--- config.mk ---
export PLATFORM = sky130hd
export DESIGN_NAME = nand_flash_interface_ctrl
export DESIGN_NICKNAME = d
export VERILOG_FILES = /design/src/nand_ctrl_pkg.sv /design/src/nand_flash_interface_ctrl.sv /design/src/rx_skid_buf.sv
export SDC_FILE = /design/constraint.sdc
export NUM_CORES = 1
export LEC_CHECK = 0
export ABC_AREA = 1
export BUFFER_PORTS_ARGS = -buffer_cell sky130_fd_sc_hd__buf_2
export CAP_MARGIN = 10
export CORE_MARGIN = 3
export CORE_UTILIZATION = 60
export DETAILED_ROUTE_END_ITERATION = 16
export PLACE_DENSITY = 0.82
export SLEW_MARGIN = 40
export SYNTH_ARGS = -nofsm -noshare
export SYNTH_HDL_FRONTEND = slang
export SYNTH_SLANG_ARGS = --single-unit
--- constraint.sdc ---
create_clock -name ref_clk -period 7.79 [get_ports ref_clk]
set_clock_uncertainty 0.2 [all_clocks]
set_input_delay 1.1685 -clock ref_clk [delete_from_list [all_inputs] [get_ports ref_clk]]
set_output_delay 1.1685 -clock ref_clk [all_outputs]
set_load 0.02 [all_outputs]
--- src/nand_ctrl_pkg.sv ---
// Constants, types and helpers shared by the flash sequencer.
package nand_ctrl_pkg;
	// ----------------------------------------
	// Widths
	// ----------------------------------------
	localparam int TMR_W = 4; // Strobe timer width
	localparam int CNT_W = 12; // Byte counter width
	localparam int ECC_W = 48; // Six parity bytes
	// ----------------------------------------
	// Counts and values
	// ----------------------------------------
	localparam logic [11:0] ECC_BYTES = 12'h006; // Parity bytes per page
	localparam logic [7:0] PAD_BYTE = 8'hFF; // Spare fill on writes
	localparam logic [7:0] BYTE_RST = 8'h00; // Data register reset
	localparam logic [1:0] CS_RST = 2'h0; // Chip index at reset
	localparam logic [47:0] ECC_RST = 48'h000000000000; // Parity reset
	localparam logic [47:0] ECC_POLY = 48'h1000000000B7; // Symbol code divisor
	localparam logic [3:0] CEN_IDLE = 4'hF; // All chips deselected
	// ----------------------------------------
	// Types
	// ----------------------------------------
	typedef enum logic [2:0] {OP_CMD, OP_ADDR, OP_PWRITE, OP_PREAD, OP_DWRITE,
		OP_DREAD} op_t;
	typedef enum logic [2:0] {PH_CMD, PH_ADDR, PH_DATA, PH_ECC, PH_SPARE,
		PH_DIRECT} phase_t;
	typedef enum logic [2:0] {ST_IDLE, ST_WAIT, ST_SETUP, ST_PULSE,
		ST_HOLD} state_t;
	// ----------------------------------------
	// Parity update over one byte
	// ----------------------------------------
	function automatic logic [47:0] ecc_step(input logic [47:0] e, input logic [7:0] b,
		input logic [11:0] idx, input logic rs);
		logic [47:0] s;
		logic fb;
		s = e;
		if (rs) begin
			// Symbol code: byte-serial division, MSB first
			for (int k = 7; k >= 0; k--) begin
				fb = s[47] ^ b[k];
				s = {s[46:0], 1'b0};
				if (fb) begin
					s = s ^ ECC_POLY;
				end
			end
		end else begin
			// Column parity plus line parity pair
			s[7:0] = e[7:0] ^ b;
			if (^b) begin
				s[19:8] = e[19:8] ^ idx;
				s[31:20] = e[31:20] ^ ~idx;
			end
		end
		return s;
	endfunction
endpackage

--- src/nand_flash_interface_ctrl.sv ---
// Parallel flash sequencer: strobes, phases, parity and data staging.
`timescale 1ns/1ps
module nand_flash_interface_ctrl
	import nand_ctrl_pkg::*;
(
	input wire logic ref_clk,
	input wire logic srst,
	input wire logic clk_en,
	input wire logic kick, // Start one phase sequence
	input wire op_t op, // What the kick does
	input wire logic [7:0] cmd_byte, // Command, address or direct byte
	input wire logic [1:0] cs_sel, // Chip index
	input wire logic cs_keep, // Hold chip selected when idle
	input wire logic [11:0] page_size, // Data bytes per page
	input wire logic [11:0] spare_size, // Spare bytes after parity
	input wire logic ecc_ena, // Append/check parity
	input wire logic ecc_rs, // Symbol code instead of parity
	input wire logic [3:0] t_setup, // Cycles before strobe, minus one
	input wire logic [3:0] t_pulse, // Strobe low cycles, minus one
	input wire logic [3:0] t_hold, // Cycles after strobe, minus one
	output logic busy,
	output logic done, // One-cycle completion pulse
	output logic ecc_err,
	output logic [47:0] ecc_syndrome,
	output logic [7:0] dir_rdata,
	input wire logic [7:0] tx_data,
	input wire logic tx_valid,
	output logic tx_ready,
	output logic [7:0] rx_data,
	output logic rx_valid,
	input wire logic rx_ready,
	input wire logic [7:0] nand_d_in,
	output logic [7:0] nand_d_out,
	output logic nand_d_oe,
	output logic cle,
	output logic ale,
	output logic [3:0] cen_n,
	output logic ren_n,
	output logic wen_n
);
	// ----------------------------------------
	// Sequencer state
	// ----------------------------------------
	state_t st_r, st_nxt; // Strobe state
	phase_t ph_r, ph_nxt; // Current phase
	logic [TMR_W-1:0] tmr_r, tmr_nxt; // Strobe timer
	logic [CNT_W-1:0] cnt_r, cnt_nxt; // Byte index in phase
	logic wr_r, wr_nxt; // Bus driven this transfer
	logic busy_r, busy_nxt;
	logic done_r, done_nxt;
	logic [1:0] cs_r, cs_nxt; // Selected chip
	logic ecc_r, ecc_nxt; // Parity on for this transfer
	logic rs_r, rs_nxt; // Code choice for this transfer
	logic [11:0] page_r, page_nxt; // Latched page length
	logic [11:0] spare_r, spare_nxt; // Latched spare length
	logic [7:0] byte_r, byte_nxt; // Software byte
	logic [7:0] dout_r, dout_nxt; // Byte on the bus
	logic [7:0] drd_r, drd_nxt; // Direct read result
	// ----------------------------------------
	// Parity state
	// ----------------------------------------
	logic [47:0] calc_r, calc_nxt; // Running parity
	logic [47:0] stored_r, stored_nxt; // Parity read back
	logic [47:0] syn_r, syn_nxt; // Difference after read
	logic err_r, err_nxt;
	// ----------------------------------------
	// Helpers
	// ----------------------------------------
	logic strobe_end; // Last cycle of the low strobe
	logic byte_end; // Last cycle of hold
	logic last; // Final byte of the phase
	logic fin; // Sequence ends this cycle
	logic rx_push, rx_space; // Buffer fill side
	logic [11:0] len; // Bytes in current phase

	// Phase length: data uses page, parity fixed, spare uses spare, others one
	function automatic logic [11:0] phase_len(input phase_t p, input logic [11:0] pg,
		input logic [11:0] sp);
		case (p)
			PH_DATA: phase_len = pg;
			PH_ECC: phase_len = ECC_BYTES;
			PH_SPARE: phase_len = sp;
			default: phase_len = 12'h001;
		endcase
	endfunction

	assign strobe_end = (st_r == ST_PULSE) && (tmr_r == '0);
	assign byte_end = (st_r == ST_HOLD) && (tmr_r == '0);
	assign len = phase_len(ph_r, page_r, spare_r);
	assign last = (cnt_r == len - 12'h001) || (len == '0);

	// ----------------------------------------
	// Data staging
	// ----------------------------------------
	// Page bytes leave through the buffer so a stalled reader loses nothing
	assign rx_push = clk_en && strobe_end && !wr_r && (ph_r == PH_DATA);
	rx_skid_buf #(.WIDTH(8), .DEPTH(2)) u_rx_buf (
		.ref_clk(ref_clk),
		.srst(srst),
		.clk_en(clk_en),
		.in_data(nand_d_in),
		.in_valid(rx_push),
		.in_ready(rx_space),
		.out_data(rx_data),
		.out_valid(rx_valid),
		.out_ready(rx_ready)
	);
	// Take a write byte only when the strobe engine can start it
	assign tx_ready = clk_en && (st_r == ST_WAIT) && wr_r && (ph_r == PH_DATA);

	// ----------------------------------------
	// Sequencer next state
	// ----------------------------------------
	always_comb begin
		st_nxt = st_r;
		ph_nxt = ph_r;
		tmr_nxt = tmr_r;
		cnt_nxt = cnt_r;
		wr_nxt = wr_r;
		busy_nxt = busy_r;
		done_nxt = 1'b0;
		cs_nxt = cs_r;
		ecc_nxt = ecc_r;
		rs_nxt = rs_r;
		page_nxt = page_r;
		spare_nxt = spare_r;
		byte_nxt = byte_r;
		dout_nxt = dout_r;
		drd_nxt = drd_r;
		fin = 1'b0;
		case (st_r)
			ST_IDLE: begin
				// Software owns the order of phases; one kick runs one of them, or data then parity and spare
				if (kick) begin
					busy_nxt = 1'b1;
					cs_nxt = cs_sel;
					ecc_nxt = ecc_ena;
					rs_nxt = ecc_rs;
					page_nxt = page_size;
					spare_nxt = spare_size;
					byte_nxt = cmd_byte;
					cnt_nxt = '0;
					st_nxt = ST_WAIT;
					case (op)
						OP_CMD: begin
							ph_nxt = PH_CMD;
							wr_nxt = 1'b1;
						end
						OP_ADDR: begin
							ph_nxt = PH_ADDR;
							wr_nxt = 1'b1;
						end
						OP_PWRITE: begin
							ph_nxt = PH_DATA;
							wr_nxt = 1'b1;
						end
						// Re-kick reads the next page with no cmd/addr
						OP_PREAD: begin
							ph_nxt = PH_DATA;
							wr_nxt = 1'b0;
						end
						OP_DWRITE: begin
							ph_nxt = PH_DIRECT;
							wr_nxt = 1'b1;
						end
						default: begin
							ph_nxt = PH_DIRECT;
							wr_nxt = 1'b0;
						end
					endcase
				end
			end
			ST_WAIT: begin
				// Page bytes wait for a source byte or buffer room
				if (ph_r == PH_DATA && wr_r) begin
					if (tx_valid) begin
						dout_nxt = tx_data;
						st_nxt = ST_SETUP;
						tmr_nxt = t_setup;
					end
				end else if (ph_r == PH_DATA) begin
					if (rx_space) begin
						st_nxt = ST_SETUP;
						tmr_nxt = t_setup;
					end
				end else begin
					case (ph_r)
						PH_ECC: dout_nxt = calc_r[{cnt_r[2:0], 3'b000} +: 8];
						PH_SPARE: dout_nxt = PAD_BYTE;
						default: dout_nxt = byte_r;
					endcase
					st_nxt = ST_SETUP;
					tmr_nxt = t_setup;
				end
			end
			ST_SETUP: begin
				// Latch lines settle before the strobe falls
				if (tmr_r == '0) begin
					st_nxt = ST_PULSE;
					tmr_nxt = t_pulse;
				end else begin
					tmr_nxt = tmr_r - 1'b1;
				end
			end
			ST_PULSE: begin
				if (tmr_r == '0) begin
					st_nxt = ST_HOLD;
					tmr_nxt = t_hold;
					if (ph_r == PH_DIRECT && !wr_r) begin
						drd_nxt = nand_d_in;
					end
				end else begin
					tmr_nxt = tmr_r - 1'b1;
				end
			end
			ST_HOLD: begin
				if (tmr_r != '0) begin
					tmr_nxt = tmr_r - 1'b1;
				end else if (!last) begin
					cnt_nxt = cnt_r + 12'h001;
					st_nxt = ST_WAIT;
				end else begin
					// Data, then parity, then spare, each only if enabled
					cnt_nxt = '0;
					st_nxt = ST_WAIT;
					if (ph_r == PH_DATA && ecc_r) begin
						ph_nxt = PH_ECC;
					end else if ((ph_r == PH_DATA || ph_r == PH_ECC)
						&& spare_r != '0) begin
						ph_nxt = PH_SPARE;
					end else begin
						// No ready/busy pin: software waits on its own pin
						fin = 1'b1;
						st_nxt = ST_IDLE;
						busy_nxt = 1'b0;
						done_nxt = 1'b1;
					end
				end
			end
			default: begin
				st_nxt = ST_IDLE;
			end
		endcase
	end

	// ----------------------------------------
	// Parity next state
	// ----------------------------------------
	always_comb begin
		calc_nxt = calc_r;
		stored_nxt = stored_r;
		syn_nxt = syn_r;
		err_nxt = err_r;
		if (st_r == ST_IDLE && kick && op != OP_PREAD && op != OP_PWRITE) begin
			calc_nxt = calc_r;
		end else if (st_r == ST_IDLE && kick) begin
			calc_nxt = ECC_RST;
			stored_nxt = ECC_RST;
		end else if (strobe_end && ph_r == PH_DATA) begin
			// Parity follows each page byte as it crosses the bus
			calc_nxt = ecc_step(calc_r, wr_r ? dout_r : nand_d_in, cnt_r, rs_r);
		end else if (strobe_end && ph_r == PH_ECC && !wr_r) begin
			stored_nxt[{cnt_r[2:0], 3'b000} +: 8] = nand_d_in;
		end
		// Check result published as the read finishes
		if (fin && !wr_r && ecc_r) begin
			syn_nxt = calc_r ^ stored_r;
			err_nxt = (calc_r != stored_r);
		end
	end

	// ----------------------------------------
	// Registers, frozen while clk_en is low
	// ----------------------------------------
	always_ff @(posedge ref_clk) begin
		if (srst) begin
			st_r <= ST_IDLE;
			ph_r <= PH_CMD;
			tmr_r <= '0;
			cnt_r <= '0;
			wr_r <= 1'b0;
			busy_r <= 1'b0;
			done_r <= 1'b0;
			cs_r <= CS_RST;
			ecc_r <= 1'b0;
			rs_r <= 1'b0;
			page_r <= '0;
			spare_r <= '0;
			byte_r <= BYTE_RST;
			dout_r <= BYTE_RST;
			drd_r <= BYTE_RST;
			calc_r <= ECC_RST;
			stored_r <= ECC_RST;
			syn_r <= ECC_RST;
			err_r <= 1'b0;
		end else if (clk_en) begin
			st_r <= st_nxt;
			ph_r <= ph_nxt;
			tmr_r <= tmr_nxt;
			cnt_r <= cnt_nxt;
			wr_r <= wr_nxt;
			busy_r <= busy_nxt;
			done_r <= done_nxt;
			cs_r <= cs_nxt;
			ecc_r <= ecc_nxt;
			rs_r <= rs_nxt;
			page_r <= page_nxt;
			spare_r <= spare_nxt;
			byte_r <= byte_nxt;
			dout_r <= dout_nxt;
			drd_r <= drd_nxt;
			calc_r <= calc_nxt;
			stored_r <= stored_nxt;
			syn_r <= syn_nxt;
			err_r <= err_nxt;
		end
	end

	// ----------------------------------------
	// Flash pins
	// ----------------------------------------
	// Strobes are decoded from state flops, not registered on their own
	assign cle = busy_r && ph_r == PH_CMD && st_r != ST_WAIT;
	assign ale = busy_r && ph_r == PH_ADDR && st_r != ST_WAIT;
	assign wen_n = !(st_r == ST_PULSE && wr_r);
	assign ren_n = !(st_r == ST_PULSE && !wr_r);
	// Bus driven through setup, strobe and hold of a write only
	assign nand_d_oe = wr_r && (st_r == ST_SETUP || st_r == ST_PULSE
		|| st_r == ST_HOLD);
	assign nand_d_out = dout_r;
	// One-hot select; limitation: index only changes at a kick
	assign cen_n = (busy_r || cs_keep) ? ~(4'h1 << cs_r) : CEN_IDLE;
	assign busy = busy_r;
	assign done = done_r;
	assign ecc_err = err_r;
	assign ecc_syndrome = syn_r;
	assign dir_rdata = drd_r;

	// ----------------------------------------
	// Checks
	// ----------------------------------------
	chk_cs_one_hot: assert property (@(posedge ref_clk) disable iff (srst)
		$onehot0(~cen_n)) else $error("more than one chip selected");
	chk_latch_exclusive: assert property (@(posedge ref_clk) disable iff (srst)
		(cle || ale) |-> !(cle && ale) && ph_r != PH_DATA)
		else $error("latch enable outside its phase");
	chk_drive_write: assert property (@(posedge ref_clk) disable iff (srst)
		nand_d_oe |-> ren_n && wr_r) else $error("bus driven during read");
	chk_kick_busy: assert property (@(posedge ref_clk) disable iff (srst)
		(clk_en && kick && st_r == ST_IDLE) |=> busy && !done)
		else $error("kick did not raise busy");
	chk_done_ends: assert property (@(posedge ref_clk) disable iff (srst)
		$rose(done) |-> !busy && $past(busy))
		else $error("done without ending busy");
	chk_pulse_length: assert property (@(posedge ref_clk) disable iff (srst)
		(clk_en && strobe_end) |=> ren_n && wen_n)
		else $error("strobe longer than programmed");
	chk_parity_enabled: assert property (@(posedge ref_clk) disable iff (srst)
		(busy && ph_r == PH_ECC) |-> ecc_r) else $error("parity phase while off");
	chk_spare_discard: assert property (@(posedge ref_clk) disable iff (srst)
		(ph_r == PH_SPARE || ph_r == PH_ECC) |-> !rx_push)
		else $error("non-data byte pushed");
	chk_push_room: assert property (@(posedge ref_clk) disable iff (srst)
		rx_push |-> rx_space) else $error("push into full buffer");
	chk_parity_count: assert property (@(posedge ref_clk) disable iff (srst)
		(ph_r == PH_ECC) |-> cnt_r < ECC_BYTES) else $error("too many parity bytes");
endmodule

--- src/rx_skid_buf.sv ---
// Small valid/ready buffer for received page bytes.
`timescale 1ns/1ps
module rx_skid_buf #(
	parameter int WIDTH = 8,
	parameter int DEPTH = 2
) (
	input wire logic ref_clk,
	input wire logic srst,
	input wire logic clk_en,
	input wire logic [WIDTH-1:0] in_data,
	input wire logic in_valid,
	output logic in_ready,
	output logic [WIDTH-1:0] out_data,
	output logic out_valid,
	input wire logic out_ready
);
	localparam int AW = (DEPTH > 1) ? $clog2(DEPTH) : 1;
	localparam logic [AW:0] FULL = (AW+1)'(DEPTH);
	localparam logic [AW-1:0] LAST = AW'(DEPTH - 1);
	logic [WIDTH-1:0] mem_r [DEPTH]; // Entry storage
	logic [WIDTH-1:0] mem_nxt [DEPTH];
	logic [AW-1:0] wp_r, wp_nxt, rp_r, rp_nxt; // Pointers
	logic [AW:0] cnt_r, cnt_nxt; // Fill level
	logic push, pop;
	// Honest flags: full blocks the writer, empty hides data
	assign in_ready = (cnt_r != FULL);
	assign out_valid = (cnt_r != '0);
	assign out_data = mem_r[rp_r];
	assign push = in_valid && in_ready;
	assign pop = out_valid && out_ready;
	// ----------------------------------------
	// Next state
	// ----------------------------------------
	always_comb begin
		mem_nxt = mem_r;
		wp_nxt = wp_r;
		rp_nxt = rp_r;
		cnt_nxt = cnt_r;
		if (push) begin
			mem_nxt[wp_r] = in_data;
			wp_nxt = (wp_r == LAST) ? '0 : wp_r + 1'b1;
		end
		if (pop) begin
			rp_nxt = (rp_r == LAST) ? '0 : rp_r + 1'b1;
		end
		if (push && !pop) begin
			cnt_nxt = cnt_r + 1'b1;
		end else if (pop && !push) begin
			cnt_nxt = cnt_r - 1'b1;
		end
	end
	// ----------------------------------------
	// Registers
	// ----------------------------------------
	always_ff @(posedge ref_clk) begin
		if (srst) begin
			wp_r <= '0;
			rp_r <= '0;
			cnt_r <= '0;
			for (int i = 0; i < DEPTH; i++) begin
				mem_r[i] <= '0;
			end
		end else if (clk_en) begin
			wp_r <= wp_nxt;
			rp_r <= rp_nxt;
			cnt_r <= cnt_nxt;
			mem_r <= mem_nxt;
		end
	end
endmodule
==> impl_results.md <==
- Via density: 5.76
- WP buf/inv: 3
- Synth Net Count: 1,951
- Fin crit period: 4.07 ns
- Fin cells: 2,256
- Seq pwr share: 0.412
- HP Class: flop to flop
- Most common cell on crit path: inv_1
- NumNets Final: 2,048
- Row count: 52
- Die Wd: 152 µm
- Core Area: 20,600 µm²
- Max-slew headroom: 0.439
- Root buffer cell: clkbuf_16
- Slowest Stage Delay on Critical Path: 0.79 ns
- Layout cells sized above 1: 0.127
- Clock power frac: 0.365
- # hold bufs at CTS: 0
- Post-route ant nets: 0
- First-pass GRT wire length: 63,700 µm
- Internal power: 2.25 mW
- Final hold vios: 0
- Hold slack: 0.248 ns
- Result of the run: complete, no violations
- Critical Path End Type: flop
- Arrival time worst endpoint: 4.32 ns
- Vias in the first global route: 12,000
- Least-Margin Pin Slew: 0.836 ns
- # diodes: 0
- LEAKAGE: 6.64 nW
- Cell Area, Synth: 12,800 µm²
- Total track usage: 0.335
- Port-buffer cells: 159
- Worst IR Drop VDD: 173 µV
- Die Ht: 152 µm
- Synthesized flop and latch total: 242
- Setup TNS: 0 ns
- Critical Path RT: 8.04 ns
- Initial drt markers: 1,190
- DRC errors left: 0
- Pins Over Slew Limit: 0
- CP Class: flop to flop
- Vias: 13,000
- DP Cell Count: 2,210
- Initial Util: 0.622
- Seq/Total Area, Yosys: 0.379
- Max cap viols: 0
- RSZ-0062 raised after global routing: false
- Yosys warning total: 0
- Final Setup Violations: 0
- I/O pins: 160
- Wire length per cell: 18.0 µm
- CTS tree: done
- CTS sink cnt: 242
- GR Overflow Total: 0
- CTS Buffer Depth: 3
- Drt first pass iters: 5
- Power density cells: 231 nW/µm²
- Num CTS Buffers: 25
- Fillers: 1,763
- Routability cong.: 1.01
- Dpl ws: 3.60 ns
- Clk_lat worst skew: 0.53 ns
- Synth area leader: dfxtp_1
- Syn_area_per_cell: 6.84 µm²
- Area contributors post-synth: dfxtp_1 (38%), nand2_1 (12%), a21oi_1 (7.8%)
- Final worst-path cycle share: 0.523
- Startpoint Class: flop
- Sw frac: 0.327
- Synth unique cells: 45
- Mapped Cells: 1,870
- Clk slew on worst S/H paths: 0.06 ns
- DPL Wire Length: 29,800 µm
- P_sw: 1.09 mW
- H-Tree Depth: 1
- Worst path cell trace: inv_1 -> ha_1 -> ha_1 -> nor2_2 -> inv_1 -> nor4_1 -> inv_1 -> nor2_1 -> nand4_1 -> a21oi_1
- Post-CTS setup buffers: 0
- Critical-path top delay cell: dfxtp_1
- Critical-path maximum fanout: 17
- Initial antenna violation count: 0
- Drt total wl: 40,600 µm
- Final WS setup: 3.72 ns
- Fmax: 245 MHz
- Combinational share of power: 0.223
- Critical path's top delay family: simple AND/OR/NAND/NOR gates
- Die area: 23,100 µm²
- Pin count of the biggest net entering global routing: 99
- Post-cts resize count: 0
- Layout area overhead: 12.9%
- Synth top area share: 0.379
stage by stage:
step                      total power [mW]   util  area, µm²
after floorplan                       1.91      -      12800
after global placement                2.11  0.660      13600
after detailed placement              2.12  0.661      13600
after CTS                             3.33  0.702      14400
after global routing                  3.48  0.702      14400
final                                 3.34  0.702      14400
final timing paths:
path              slack [ns]                         to                       from  cells after the start
setup / recovery        3.72  stored_r[38]$_SDFFE_PP0P_      cnt_r[1]$_SDFFE_PP0P_                     10
hold / removal          0.25  dir_rdata[4]$_SDFFE_PP0P_  dir_rdata[4]$_SDFFE_PP0P_                      2
setup reg to reg        3.72  stored_r[38]$_SDFFE_PP0P_      cnt_r[1]$_SDFFE_PP0P_                     10
hold reg to reg         0.25  dir_rdata[4]$_SDFFE_PP0P_  dir_rdata[4]$_SDFFE_PP0P_                      2
cell families after synthesis:
group                      share of synthesized area
and+or+nand+nor                                0.271
AOI/OAI and AO/OA                              0.172
buffers and inverters                         0.0832
DFF                                            0.379
xor gates and xnor gates                      0.0880
adders and majority gates                    0.00685
flip-flops by register name (all words and copies together), names as in the netlist, 4 cells and up:
| signal | flops |
|---|---|
| dir_rdata | 8 |
| calc_r | 48 |
| u_rx_buf.mem_r | 16 |
| tmr_r | 4 |
| nand_d_out | 8 |
| byte_r | 8 |
| spare_r | 12 |
| cnt_r | 12 |
| page_r | 12 |
| stored_r | 48 |
| ecc_syndrome | 48 |
synthesized netlist by cell type, drive strengths merged:
cell type and n:
o21a 1, nand2 427, nor3 20, xnor2 15, nor4 18, o21bai 1, clkinv 2, xor2 111
a211oi 21, nor2 225, buf 26, ha 7, o221ai 4, inv 170, o31ai 2, clkbuf 72
o211ai 29, a221o 1, a31oi 2, o21ai 122, and2 1, nand3 88, nand4 38, o2111ai 2
a221oi 2, or2 9, o22ai 9, a21oi 200, nand3b 1, or3 1, dfxtp 242, o2111a 1
metal layers:
layer / up-vias / global-route usage / wire length [µm]
met5: - / 0 / 0
met4: 0 / 0.182 / 2560
met3: 160 / 0.0583 / 3610
met2: 657 / 0.549 / 18500
met1: 5865 / 0.421 / 16000
li1: 6320 / - / -
cells in the final DEF (no fill, tap or decap), types with 2 or more instances in the layout:
cell       count
nand4_1       37
clkinv_1       2
nor3_2         2
ha_1           7
o21ai_2        5
inv_2          6
nor2_4         2
nor3_1        18
nor2_2         8
o2111ai_1      2
xor2_2         2
clkinv_2       9
buf_4          9
buf_2        158
o22ai_1        9
nor4_1        18
or2_2          8
inv_1        163
o21ai_1       11
a21oi_1      199
o221ai_1       4
xor2_1       109
o211ai_1      29
clkbuf_8       3
dfxtp_1      242
o31ai_1        2
bufinv_16      3
xnor2_1       14
clkbuf_16     25
nor2_1       215
clkbuf_1       4
nand2_1      422
nand2_2        5
o21ai_0      106
a211oi_1      21
nand3_1       88
a31oi_1        2
a221oi_1       2
power by group through the flow:
stage,clock [mW],sequential (mW),combinational (mW)
floorplan,0,1.36,0.556
CTS,1.23,1.37,0.731
finish,1.22,1.37,0.745
global placement,0,1.40,0.713
global route,1.27,1.38,0.825
detailed placement,0,1.40,0.725
tightest hold or removal path, stage by stage, from the launching register on:
cell     delay [ns]
dfxtp_1        0.31
inv_1          0.05
a21oi_1        0.05
cell type report:
cell class	instances	area (µm²)	area share
clock buffers	32	682	0.0472
clock inverters	14	151	0.0105
inverters	172	648	0.0449
multi-input cells	1358	6900	0.478
flip-flops and latches	242	4840	0.336
well taps	270	338	0.0234
repair buffers	168	870	0.0602
Power figures use the tool's default switching activity.
